[src/design/cgw_defs.vh]
// Constants for the clock gear, watchdog and standby controller
// Functional notes
// - Key A5 then 5A clears watchdog flip-flop
// - Key register reads back undefined value
// - Unfinished key sequence within period causes reset
// - Stop, sleep or hold keep watchdog cleared
// - Interval select picks 2^15/17/19/21 base periods
// - Watchdog base is osc/2 or PLL clock
// - PLL control writable only while source select is 1
// - Multiplier code 00/01, upper reserved, power-on reset
// - PLL halt bit, reset only at power-on
// - Stop state halts PLL regardless of halt bit
// - Independent CPU and peripheral divider circuits
// - Gear codes 00..11 divide by 1,2,4,8
// - Source select switches both clocks at once
// - Stop state halts all clocks and oscillator
// - Stop exits on wake interrupt or reset pin
// - Sleep stops only CPU and bus clocks
// - Sleep exits on peripheral interrupt or any reset
// - Peripheral clock drives the peripheral blocks
// - Reset: source select 1, both gears divide by 8
// - Clearing source select ignored while PLL halted
// - Standby bit7 stop, bit6 sleep, stop blocked by irq
// - Stop gates CPU, bus, DMA, peripheral, then oscillator
`ifndef CGW_DEFS_VH
`define CGW_DEFS_VH

// Register byte offsets
`define CGW_OFF_GEAR 12'h000
`define CGW_OFF_KEY 12'h004
`define CGW_OFF_PLL 12'h008
`define CGW_OFF_STANDBY 12'h00C
`define CGW_OFF_WDCTL 12'h010
`define CGW_OFF_STATUS 12'h014

// Field positions
`define CGW_GEAR_CPU_HI 15
`define CGW_GEAR_PER_HI 11
`define CGW_GEAR_SRC 8
`define CGW_PLL_MULT_HI 15
`define CGW_PLL_HALT 11
`define CGW_STBY_STOP 7
`define CGW_STBY_SLEEP 6

// Reset values
`define CGW_RST_GEAR 2'h3
`define CGW_RST_SRC 1'h1
`define CGW_RST_MULT 2'h0
`define CGW_RST_HALT 1'h0
`define CGW_RST_WDSEL 2'h0

// Key bytes
`define CGW_KEY_FIRST 8'hA5
`define CGW_KEY_SECOND 8'h5A

// Watchdog timing: exponent of the shortest interval, counter width
`define CGW_WD_BASE_EXP 15
`define CGW_WD_CNT_W 23
// Peripheral ticks the watchdog reset request is held for
`define CGW_WDRST_TICKS 2'h2
// Number of gating steps from run to oscillator stop
`define CGW_STOP_STEPS 3'h5

`endif

[src/design/cgw_top.v]
// Clock gear, watchdog and standby controller with APB register access
//
// Design decisions made here: the register offsets and the APB interface to the registers.
`timescale 1ns/1ns
`include "cgw_defs.vh"

module cgw_top #(
    parameter WD_BASE_EXP = `CGW_WD_BASE_EXP
) (
    // Clock and power-on reset
    input wire i_core_clk,
    input wire i_rst_n,
    // APB slave
    input wire i_psel,
    input wire i_penable,
    input wire i_pwrite,
    input wire [11:0] i_paddr,
    input wire [31:0] i_pwdata,
    output reg [31:0] o_prdata,
    output reg o_pready,
    output reg o_pslverr,
    // Clock sources as one-cycle ticks on the core clock
    input wire i_osc_input,
    input wire i_pll_tick,
    // External reset pin, asynchronous
    input wire i_reset_pin_n,
    // Core and peripheral status
    input wire i_periph_irq,
    input wire i_stop_wake_irq,
    input wire i_cpu_bus_idle,
    input wire i_hold,
    // Clock enables and controls
    output reg o_cpu_clk_en,
    output reg o_bus_clk_en,
    output reg o_dma_clk_en,
    output reg o_periph_clk_en,
    output reg o_osc_run,
    output reg o_pll_run,
    output reg [1:0] o_pll_mult,
    output reg o_wdog_reset,
    output reg o_sys_reset
);

    localparam [2:0] ST_RUN = 3'h0;
    localparam [2:0] ST_SLEEP_REQ = 3'h1;
    localparam [2:0] ST_SLEEP = 3'h2;
    localparam [2:0] ST_STOP_REQ = 3'h3;
    localparam [2:0] ST_STOP = 3'h4;
    localparam [2:0] ST_WAKE = 3'h5;

    // Reset pin synchroniser
    reg pin_meta_q;
    reg pin_sync_q;
    always @(posedge i_core_clk or negedge i_rst_n) begin
        if (!i_rst_n) begin
            pin_meta_q <= 1'b0;
            pin_sync_q <= 1'b0;
        end else begin
            pin_meta_q <= i_reset_pin_n;
            pin_sync_q <= pin_meta_q;
        end
    end

    reg wdrst_q;
    wire soft_rst = ~pin_sync_q | wdrst_q;

    // APB decode
    wire setup = i_psel & ~i_penable;
    wire wr_acc = i_psel & i_penable & i_pwrite & o_pready;
    wire hit_gear = (i_paddr == `CGW_OFF_GEAR);
    wire hit_key = (i_paddr == `CGW_OFF_KEY);
    wire hit_pll = (i_paddr == `CGW_OFF_PLL);
    wire hit_stby = (i_paddr == `CGW_OFF_STANDBY);
    wire hit_wdctl = (i_paddr == `CGW_OFF_WDCTL);
    wire hit_stat = (i_paddr == `CGW_OFF_STATUS);
    wire hit_any = hit_gear | hit_key | hit_pll | hit_stby | hit_wdctl | hit_stat;

    // Control registers
    reg [1:0] cpu_gear_q;
    reg [1:0] per_gear_q;
    reg src_sel_q;
    reg [1:0] pll_mult_q;
    reg pll_halt_q;
    reg [1:0] wd_sel_q;
    reg [2:0] state_q;
    reg [2:0] step_q;

    // Gear and source select; other resets restore them too
    always @(posedge i_core_clk or negedge i_rst_n) begin
        if (!i_rst_n) begin
            cpu_gear_q <= `CGW_RST_GEAR;
            per_gear_q <= `CGW_RST_GEAR;
            src_sel_q <= `CGW_RST_SRC;
        end else if (soft_rst) begin
            cpu_gear_q <= `CGW_RST_GEAR;
            per_gear_q <= `CGW_RST_GEAR;
            src_sel_q <= `CGW_RST_SRC;
        end else if (wr_acc && hit_gear) begin
            cpu_gear_q <= i_pwdata[`CGW_GEAR_CPU_HI -: 2];
            per_gear_q <= i_pwdata[`CGW_GEAR_PER_HI -: 2];
            if (i_pwdata[`CGW_GEAR_SRC] || !pll_halt_q) begin
                src_sel_q <= i_pwdata[`CGW_GEAR_SRC];
            end
        end
    end

    // PLL fields survive every reset but power-on
    always @(posedge i_core_clk or negedge i_rst_n) begin
        if (!i_rst_n) begin
            pll_mult_q <= `CGW_RST_MULT;
            pll_halt_q <= `CGW_RST_HALT;
        end else if (wr_acc && hit_pll && src_sel_q) begin
            pll_mult_q <= i_pwdata[`CGW_PLL_MULT_HI -: 2];
            pll_halt_q <= i_pwdata[`CGW_PLL_HALT];
        end
    end

    // Watchdog interval select
    always @(posedge i_core_clk or negedge i_rst_n) begin
        if (!i_rst_n) begin
            wd_sel_q <= `CGW_RST_WDSEL;
        end else if (soft_rst) begin
            wd_sel_q <= `CGW_RST_WDSEL;
        end else if (wr_acc && hit_wdctl) begin
            wd_sel_q <= i_pwdata[1:0];
        end
    end

    // Source clock: oscillator halved or PLL direct
    reg osc_half_q;
    reg src_prev_q;
    always @(posedge i_core_clk or negedge i_rst_n) begin
        if (!i_rst_n) begin
            osc_half_q <= 1'b0;
            src_prev_q <= 1'b1;
        end else begin
            if (i_osc_input) begin
                osc_half_q <= ~osc_half_q;
            end
            src_prev_q <= src_sel_q;
        end
    end
    // Both dividers restart together so a source change hits them at once
    wire src_tick = src_sel_q ? (i_osc_input & osc_half_q) : i_pll_tick;
    wire src_chg = src_sel_q ^ src_prev_q;

    // Two independent dividers, index 0 CPU and 1 peripheral
    wire [1:0] gear_tick;
    genvar g;
    generate
        for (g = 0; g < 2; g = g + 1) begin : gen_div
            reg [2:0] cnt_q;
            wire [1:0] code = (g == 0) ? cpu_gear_q : per_gear_q;
            wire [2:0] mask = ~(3'h7 << code);
            assign gear_tick[g] = src_tick & ((cnt_q & mask) == mask);
            always @(posedge i_core_clk or negedge i_rst_n) begin
                if (!i_rst_n) begin
                    cnt_q <= 3'h0;
                end else if (src_chg) begin
                    cnt_q <= 3'h0;
                end else if (src_tick) begin
                    cnt_q <= cnt_q + 3'h1;
                end
            end
        end
    endgenerate

    // Standby requests from software
    wire stby_wr = wr_acc & hit_stby;
    wire stop_req = stby_wr & i_pwdata[`CGW_STBY_STOP] & ~i_periph_irq;
    wire sleep_req = stby_wr & ~i_pwdata[`CGW_STBY_STOP] & i_pwdata[`CGW_STBY_SLEEP];

    // Standby state machine; step_q counts clocks gated off in order
    always @(posedge i_core_clk or negedge i_rst_n) begin
        if (!i_rst_n) begin
            state_q <= ST_RUN;
            step_q <= 3'h0;
        end else begin
            case (state_q)
                ST_RUN: begin
                    step_q <= 3'h0;
                    if (stop_req) begin
                        state_q <= ST_STOP_REQ;
                    end else if (sleep_req) begin
                        state_q <= ST_SLEEP_REQ;
                    end
                end
                ST_SLEEP_REQ: begin
                    if (soft_rst || i_periph_irq) begin
                        state_q <= ST_RUN;
                    end else if (i_cpu_bus_idle) begin
                        state_q <= ST_SLEEP;
                        step_q <= 3'h1;
                    end
                end
                ST_SLEEP: begin
                    // CPU then bus off; DMA and peripheral keep running
                    if (soft_rst || i_periph_irq) begin
                        state_q <= ST_WAKE;
                    end else if (step_q < 3'h2) begin
                        step_q <= step_q + 3'h1;
                    end
                end
                ST_STOP_REQ: begin
                    if (soft_rst) begin
                        state_q <= ST_RUN;
                    end else if (i_cpu_bus_idle) begin
                        state_q <= ST_STOP;
                        step_q <= 3'h1;
                    end
                end
                ST_STOP: begin
                    // Only the pin reset or a stop-capable interrupt gets out
                    if (!pin_sync_q || i_stop_wake_irq) begin
                        state_q <= ST_WAKE;
                    end else if (step_q < `CGW_STOP_STEPS) begin
                        step_q <= step_q + 3'h1;
                    end
                end
                ST_WAKE: begin
                    // Restart in reverse: oscillator, peripheral, DMA, bus, CPU
                    if (step_q == 3'h0) begin
                        state_q <= ST_RUN;
                    end else begin
                        step_q <= step_q - 3'h1;
                    end
                end
                default: begin
                    state_q <= ST_RUN;
                    step_q <= 3'h0;
                end
            endcase
        end
    end

    wire in_stop = (state_q == ST_STOP) | (state_q == ST_WAKE && step_q >= 3'h3);
    wire in_sleep = (state_q == ST_SLEEP);

    // Clock enables, each gated once its step has been reached
    always @(posedge i_core_clk or negedge i_rst_n) begin
        if (!i_rst_n) begin
            o_cpu_clk_en <= 1'b0;
            o_bus_clk_en <= 1'b0;
            o_dma_clk_en <= 1'b0;
            o_periph_clk_en <= 1'b0;
            o_osc_run <= 1'b1;
            o_pll_run <= 1'b1;
            o_pll_mult <= `CGW_RST_MULT;
        end else begin
            o_cpu_clk_en <= gear_tick[0] & (step_q < 3'h1);
            o_bus_clk_en <= gear_tick[0] & (step_q < 3'h2);
            o_dma_clk_en <= gear_tick[0] & (step_q < 3'h3);
            o_periph_clk_en <= gear_tick[1] & (step_q < 3'h4);
            o_osc_run <= (step_q < `CGW_STOP_STEPS);
            o_pll_run <= ~pll_halt_q & ~in_stop;
            o_pll_mult <= pll_mult_q;
        end
    end

    // Key sequence: A5 arms, 5A right after clears, anything else disarms
    reg key_armed_q;
    reg key_clear_q;
    wire key_wr = wr_acc & hit_key;
    always @(posedge i_core_clk or negedge i_rst_n) begin
        if (!i_rst_n) begin
            key_armed_q <= 1'b0;
            key_clear_q <= 1'b0;
        end else begin
            key_clear_q <= key_wr & key_armed_q & (i_pwdata[7:0] == `CGW_KEY_SECOND);
            if (key_wr) begin
                key_armed_q <= (i_pwdata[7:0] == `CGW_KEY_FIRST);
            end
        end
    end

    // Watchdog: a free count of base ticks; two overflows with no clear between
    // them trigger reset, so the reset lands between one and two periods.
    reg [`CGW_WD_CNT_W-1:0] wd_cnt_q;
    reg wd_ff_q;
    reg [1:0] wdrst_cnt_q;
    wire [4:0] wd_exp = WD_BASE_EXP[4:0] + {2'h0, wd_sel_q, 1'b0};
    wire [`CGW_WD_CNT_W-1:0] wd_mask = ~({`CGW_WD_CNT_W{1'b1}} << wd_exp);
    wire wd_ovf = src_tick & ((wd_cnt_q & wd_mask) == wd_mask);
    wire wd_hold_clr = in_sleep | (state_q == ST_STOP) | i_hold;
    always @(posedge i_core_clk or negedge i_rst_n) begin
        if (!i_rst_n) begin
            wd_cnt_q <= {`CGW_WD_CNT_W{1'b0}};
            wd_ff_q <= 1'b0;
            wdrst_q <= 1'b0;
            wdrst_cnt_q <= 2'h0;
        end else begin
            if (soft_rst) begin
                wd_cnt_q <= {`CGW_WD_CNT_W{1'b0}};
            end else if (src_tick) begin
                wd_cnt_q <= wd_cnt_q + {{(`CGW_WD_CNT_W-1){1'b0}}, 1'b1};
            end
            // An overflow in the clearing cycle still counts: set wins
            if (soft_rst || wd_hold_clr) begin
                wd_ff_q <= 1'b0;
            end else if (wd_ovf) begin
                wd_ff_q <= 1'b1;
            end else if (key_clear_q) begin
                wd_ff_q <= 1'b0;
            end
            // Request held across two peripheral ticks, at least one full cycle
            if (wdrst_q) begin
                if (gear_tick[1]) begin
                    wdrst_cnt_q <= wdrst_cnt_q + 2'h1;
                end
                if (gear_tick[1] && wdrst_cnt_q == `CGW_WDRST_TICKS - 2'h1) begin
                    wdrst_q <= 1'b0;
                end
            end else if (wd_ovf && wd_ff_q && !wd_hold_clr) begin
                wdrst_q <= 1'b1;
                wdrst_cnt_q <= 2'h0;
            end
        end
    end

    // Reset outputs
    always @(posedge i_core_clk or negedge i_rst_n) begin
        if (!i_rst_n) begin
            o_wdog_reset <= 1'b0;
            o_sys_reset <= 1'b1;
        end else begin
            o_wdog_reset <= wdrst_q;
            o_sys_reset <= soft_rst;
        end
    end

    // Read data mux; the key register has no readable content
    reg [31:0] rdata;
    always @* begin
        rdata = 32'h0;
        if (hit_gear) begin
            rdata[`CGW_GEAR_CPU_HI -: 2] = cpu_gear_q;
            rdata[`CGW_GEAR_PER_HI -: 2] = per_gear_q;
            rdata[`CGW_GEAR_SRC] = src_sel_q;
        end else if (hit_pll) begin
            rdata[`CGW_PLL_MULT_HI -: 2] = pll_mult_q;
            rdata[`CGW_PLL_HALT] = pll_halt_q;
        end else if (hit_wdctl) begin
            rdata[1:0] = wd_sel_q;
        end else if (hit_stat) begin
            rdata[2:0] = state_q;
            rdata[6:4] = step_q;
            rdata[8] = wd_ff_q;
            rdata[9] = key_armed_q;
        end else if (hit_key) begin
            rdata = 32'h0;
        end
    end

    // APB answer: one wait-free access phase, data captured in setup
    always @(posedge i_core_clk or negedge i_rst_n) begin
        if (!i_rst_n) begin
            o_prdata <= 32'h0;
            o_pready <= 1'b0;
            o_pslverr <= 1'b0;
        end else begin
            o_pready <= setup;
            o_pslverr <= setup & ~hit_any;
            if (setup && !i_pwrite) begin
                o_prdata <= rdata;
            end
        end
    end

endmodule

[config.mk]
export PLATFORM = sky130hd
export DESIGN_NAME = cgw_top
export DESIGN_NICKNAME = d
export VERILOG_FILES = /design/src/design/cgw_top.v
export VERILOG_INCLUDE_DIRS = /design/src /design/src/design
export SDC_FILE = /design/constraint.sdc
export NUM_CORES = 1
export LEC_CHECK = 0
export BUFFER_PORTS_ARGS = -buffer_cell sky130_fd_sc_hd__buf_4
export CAP_MARGIN = 20
export CORE_AREA = 2 2 91 93
export DETAILED_ROUTE_END_ITERATION = 10
export DIE_AREA = 0 0 93 95
export PLACE_DENSITY_LB_ADDON = 0.2
export SLEW_MARGIN = 20
export SYNTH_ARGS = -nofsm -noshare
export SYNTH_HDL_FRONTEND = slang
export SYNTH_SLANG_ARGS = --single-unit
export TNS_END_PERCENT = 5
[constraint.sdc]
create_clock -name i_core_clk -period 2.5 [get_ports i_core_clk]
set_clock_uncertainty 0.05 [all_clocks]
set_input_delay 0.75 -clock i_core_clk [delete_from_list [all_inputs] [get_ports i_core_clk]]
set_output_delay 0.75 -clock i_core_clk [all_outputs]
set_load 0.02 [all_outputs]
### Word level (Yosys, flattened, before mapping)

Cells that the tools add are included.

| operators by class | value |
|---|---|
| reductions and logical operators | 31 |
| mux-type cells | 68 |
| bitwise operators | 46 |
| $add $sub $neg | 7 |
| eq/ne operators | 30 |
| shift-type cells | 3 |
| order comparisons | 6 |

Operators by type and width:

| operator | number |
|---|---|
| $mux 32 | 4 |
| $mux 3 | 23 |
| $mux 23 | 2 |
| $mux 16 | 2 |
| $mux 2 | 16 |
| $mux 30 | 1 |
| $eq 12x4->1 const B | 2 |
| $eq 12x5->1 const B | 2 |
| $add 23x1->23 const B | 1 |
| $and 23x23->23 | 1 |
| $eq 23x23->1 | 1 |
| $not 23->23 | 1 |
| $shl 23x5->23 const A | 1 |
| $and 1x1->1 | 22 |
| $mux 22 | 1 |
| $pmux 3 s6 | 1 |
| $ne 2x2->1 const B | 8 |
| $mux 1 | 15 |
| $pmux 3 s5 | 1 |
| $eq 12x3->1 const B | 1 |
| $logic_not 12->1 | 1 |
| $reduce_bool 2->1 | 6 |
| $mux 11 | 1 |
| $add 3x1->3 const B | 3 |
| other kinds (31) | 74 |

| word-level totals | value |
|---|---|
| input port bits | 56 |
| bits in registers | 99 |

### Depth between registers and ports, before layout

| depth | value |
|---|---|
| depth in word-level cells | 10 |
| gate-level depth with buffers | 8 |
| mapped depth without buffers | 7 |

### Worst setup path before layout

Ideal clock, no wire load.

| path | value |
|---|---|
| path kind | input to register |
| start point | input i_paddr[7] |
| end point | register pll_halt_q |
| cell stages on the path | 6 |
| data required time | 2.325 ns |
| setup slack | 0.372 ns |
| data arrival time | 1.954 ns |
| path through | nor4_4 and3b_1 buf_2 nand2_1 nor2_1 mux2_2 |

| on the way | value |
|---|---|
| longest elaborated chain between the ends | 3 |

Ends and longest elaborated chain:

| what | RTL line | RTL |
|---|---|---|
| start: declaration | cgw_top.v:17 | `input wire [11:0] i_paddr,` |
| $eq 12x4->1 (no source line) | -- |  |
| $logic_and 1x1->1 (2 in a row) | cgw_top.v:112 | `end else if (wr_acc && hit_pll && src_sel_q) begin` |
| end signal: assignment | cgw_top.v:111 | `` pll_halt_q <= `CGW_RST_HALT; `` |
| end signal: assignment | cgw_top.v:114 | `` pll_halt_q <= i_pwdata[`CGW_PLL_HALT]; `` |
| end: declaration | cgw_top.v:83 | `reg pll_halt_q;` |

Every way passes these cells.
A chain may end at the register's enable or synchronous reset.

### Worst setup path in the final report

| path | value |
|---|---|
| start point | input i_paddr[5] |
| end point | register state_q[0] |

| on the way | value |
|---|---|
| longest elaborated chain between the ends | 6 |

Ends and longest elaborated chain:

| what | RTL line | RTL |
|---|---|---|
| $eq 12x4->1 (no source line) (*) | -- |  |
| $and 1x1->1 (*) | cgw_top.v:169 | `wire stby_wr = wr_acc & hit_stby;` |
| $and 1x1->1, on equally long branches (2 in a row) | cgw_top.v:170, cgw_top.v:171 |  |
| $ne 3x3->1 (no source line) or $mux 3 (tied branches) | -- |  |
| $reduce_and 6->1 (no source line) or $pmux 3 s6 (tied branches) | -- |  |
| end signal: assignment | cgw_top.v:176 | `state_q <= ST_RUN;` |
| end signal: assignment | cgw_top.v:183 | `state_q <= ST_STOP_REQ;` |
| end signal: assignment | cgw_top.v:185 | `state_q <= ST_SLEEP_REQ;` |
| end: declaration | cgw_top.v:85 | `reg [2:0] state_q;` |

Mark *: on every way between the ends. The rest lies on a longest branch, timed or not.

==> out/qor.csv <==
metric;value;unit
drc;0;
wl_per_cell;14.5;um
min_period;1.94;ns
worst_hold_path_type;input pin to asynchronous set/reset pin;
powerDensity;551;nW/um^2
h-tree-depth;3;
nets;535;
synth_area_per_cell;9.92;um^2
clock_sinks;77;
synth_top_family_by_area;simple AND/OR/NAND/NOR gates;
grt_max_degree;33;
cts_setup_buffers;0;
place_worst_setup_slack;0.214;ns
synth_compound_area_share;10.8;%
final_common_cell;buf_4;
multiInputGateArea;1880;um^2
synth-edff-count;0;
crit_path_end_kind;register;
path_max_fanout;3;
clk_pin_slew;0.08;ns
required;2.71;ns
place_congestion;0.824;
final_cell_mix;buf_4 (70), dfrtp_1 (68), nor2_1 (41);
start_kind;input pin;
chipHeight;95;um
maxCapViolCount;0;
grt_pass1_wl;14100;um
num_vias;3130;
yosys.area_share.adder;2.80;%
slew_headroom;61.8;%
cts_root_buf;clkbuf_8;
yosys.area_share.simple;21.8;%
fp.coreArea;7930;um^2
fin_crit_sh;77.5;%
pin_count;100;
tightestPinTransition;0.573;ns
antenna_left;0;
rows;33;
cts_made_buffers;9;
n_antenna_cell;0;
mappedNetlistArea;4020;um^2
seq_area;1940;um^2
clock.fmax;0.516;GHz
vias_per_cell;5.40;
rsz0062_at_grt;no;
p_leak;0.00218;uW
layout-drive-gt1-share;22.9;%
outcome;finished clean;
cp_slowest_cell;nor4_1;
hold_buffers;0;
ir_drop;0.225;mV
antenna_found_initial;0;
crit_family;simple AND/OR/NAND/NOR gates;
crit_buf_inv;1;
r2r_slack;0.59;ns
setup_viol;0;
tritoncts;built;
synthCells;405;
yosysTopAreaCell;dfrtp_1;
yosysWarnings;0;
seq_area_frac_synth;48.2;%
rr_worst_depth;4;
grt_pass1_vias;2962;
critical_path_class;input pin to register;
initial_core_util;50.7;%
die-area;8840;um^2
crit_chain;buf_4 -> nor3_1 -> nand2_1 -> nor4_1 -> o221ai_1 -> o211ai_1;
grt_use_total;20.3;%
slew_violations;0;
syn_to_final_growth;17.2;%
synthMuxAreaShare;3.39;%
overflow;0;
yosys_most_used_dff;dfrtp_1;
wirelength;8400;um
clk_latency;0.34;ns
fin_ws;0.563;ns
place_hpwl;6380;um
netlist_top_cells_area;dfrtp_1 (42%), dfstp_2 (5.9%), xor2_1 (4.8%), buf_4 (3.9%), nor2_1 (3.8%);
clockBufferDepth;2;
yosysTopAreaCellShare;42.3;%
dr.pass1.iters;4;
die_w;93;um
io_buffers;60;
n_fill_cell;697;
post_synth_num_cell_types;55;
async_reset_ff_share;100;%
synthXorXnorAreaFrac;6.10;%
hold_viol;0;
worstReg2RegEnd;wdrst_cnt_q[0];
cpPeakStageDelay;0.49;ns
drt_iter0_drc;133;
cp.arrival;2.14;ns
cts_resized;0;
ys_seq_elements;77;
total_power;2600;uW
final.setup.tns;0;ns
reg2reg_from;state_q[0];
[power breakdown]
part | switching, uW | total [uW] | leakage [uW] | internal [uW]
registers | 64.4 | 1390 | 0.00102 | 1320
clock network | 453 | 806 | 0.0000808 | 352
logic | 230 | 404 | 0.00108 | 174
[through the flow]
step | instance area (um^2) | utilization [%] | hold slack (ns) | std cells
global placement | 4540 | 57.3 | 0.283 | 564
detailed placement | 4540 | 57.3 | 0.286 | 564
finish | 4710 | 59.4 | 0.254 | 580
floorplan | 4090 | - | 0.281 | 424
CTS | 4710 | 59.4 | 0.260 | 580
global route | 4710 | 59.4 | 0.268 | 580
[cells by family after synthesis]
logic type	after synthesis
AOI/OAI and AO/OA	59
xor gates and xnor gates	28
adders and majority gates	9
buffers and inverters	49
DFF	77
muxes	13
other	1
and+or+nand+nor	169
[worst max-delay path by stage]
stage,start,to,slack (ns),cells after the start
detailed placement,i_paddr[7],state_q[0],0.21,6
global route,i_paddr[4],key_clear_q,0.39,5
CTS,i_paddr[7],state_q[0],0.58,6
global placement,i_paddr[5],state_q[1],0.24,6
floorplan,i_paddr[7],pll_halt_q,0.37,6
finish,i_paddr[5],state_q[0],0.56,6
[cells in the mapped netlist (5+ instances only)]
master,count
ha_1,9
buf_4,21
nand2b_1,11
o21ai_0,14
nand4_1,11
nor4_1,7
buf_2,7
nand2_1,40
a21oi_1,14
nor2_1,41
mux2i_1,8
nand3_1,29
xnor2_1,6
xor2_1,22
inv_1,13
nor3_1,9
a22o_1,5
mux2_2,5
dfstp_2,9
clkbuf_1,7
dfrtp_1,68
[worst register-to-register path, stage by stage, from the launching register on]
cell and delay (ns):
dfrtp_1 0.71, nor2_1 0.20, or4b_1 0.55, o211ai_1 0.18
o21ai_0 0.11
[metal layers]
layer	track usage, %	vias up	part of all wire (%)	wire [um]
li1	-	1504	-	-
met1	26.5	1506	44	3690
met2	33.5	107	49	4090
met3	3.67	13	5.6	472
met4	8.58	0	1.7	140
met5	0	-	0	0
[area by class of cell]
type / instances / share of cell area (%)
sequential: 77 / 41.1
multi-input combinational: 298 / 39.9
timing repair buffer: 71 / 11.6
tap: 105 / 2.79
clock buffer: 9 / 2.63
inverter: 13 / 1.04
clock inverter: 7 / 0.903
[state kept, by name, indices dropped and copies added, names as in the netlist, 2 cells and up]
register and count:
step_q 3, gen_div.cnt_q 6, o_prdata 12, cpu_gear_q 2, pll_mult_q 2, wdrst_cnt_q 2
wd_cnt_q 21, state_q 3, o_pll_mult 2, wd_sel_q 2, gen_div.code 2
Power figures use the tool's default switching activity.
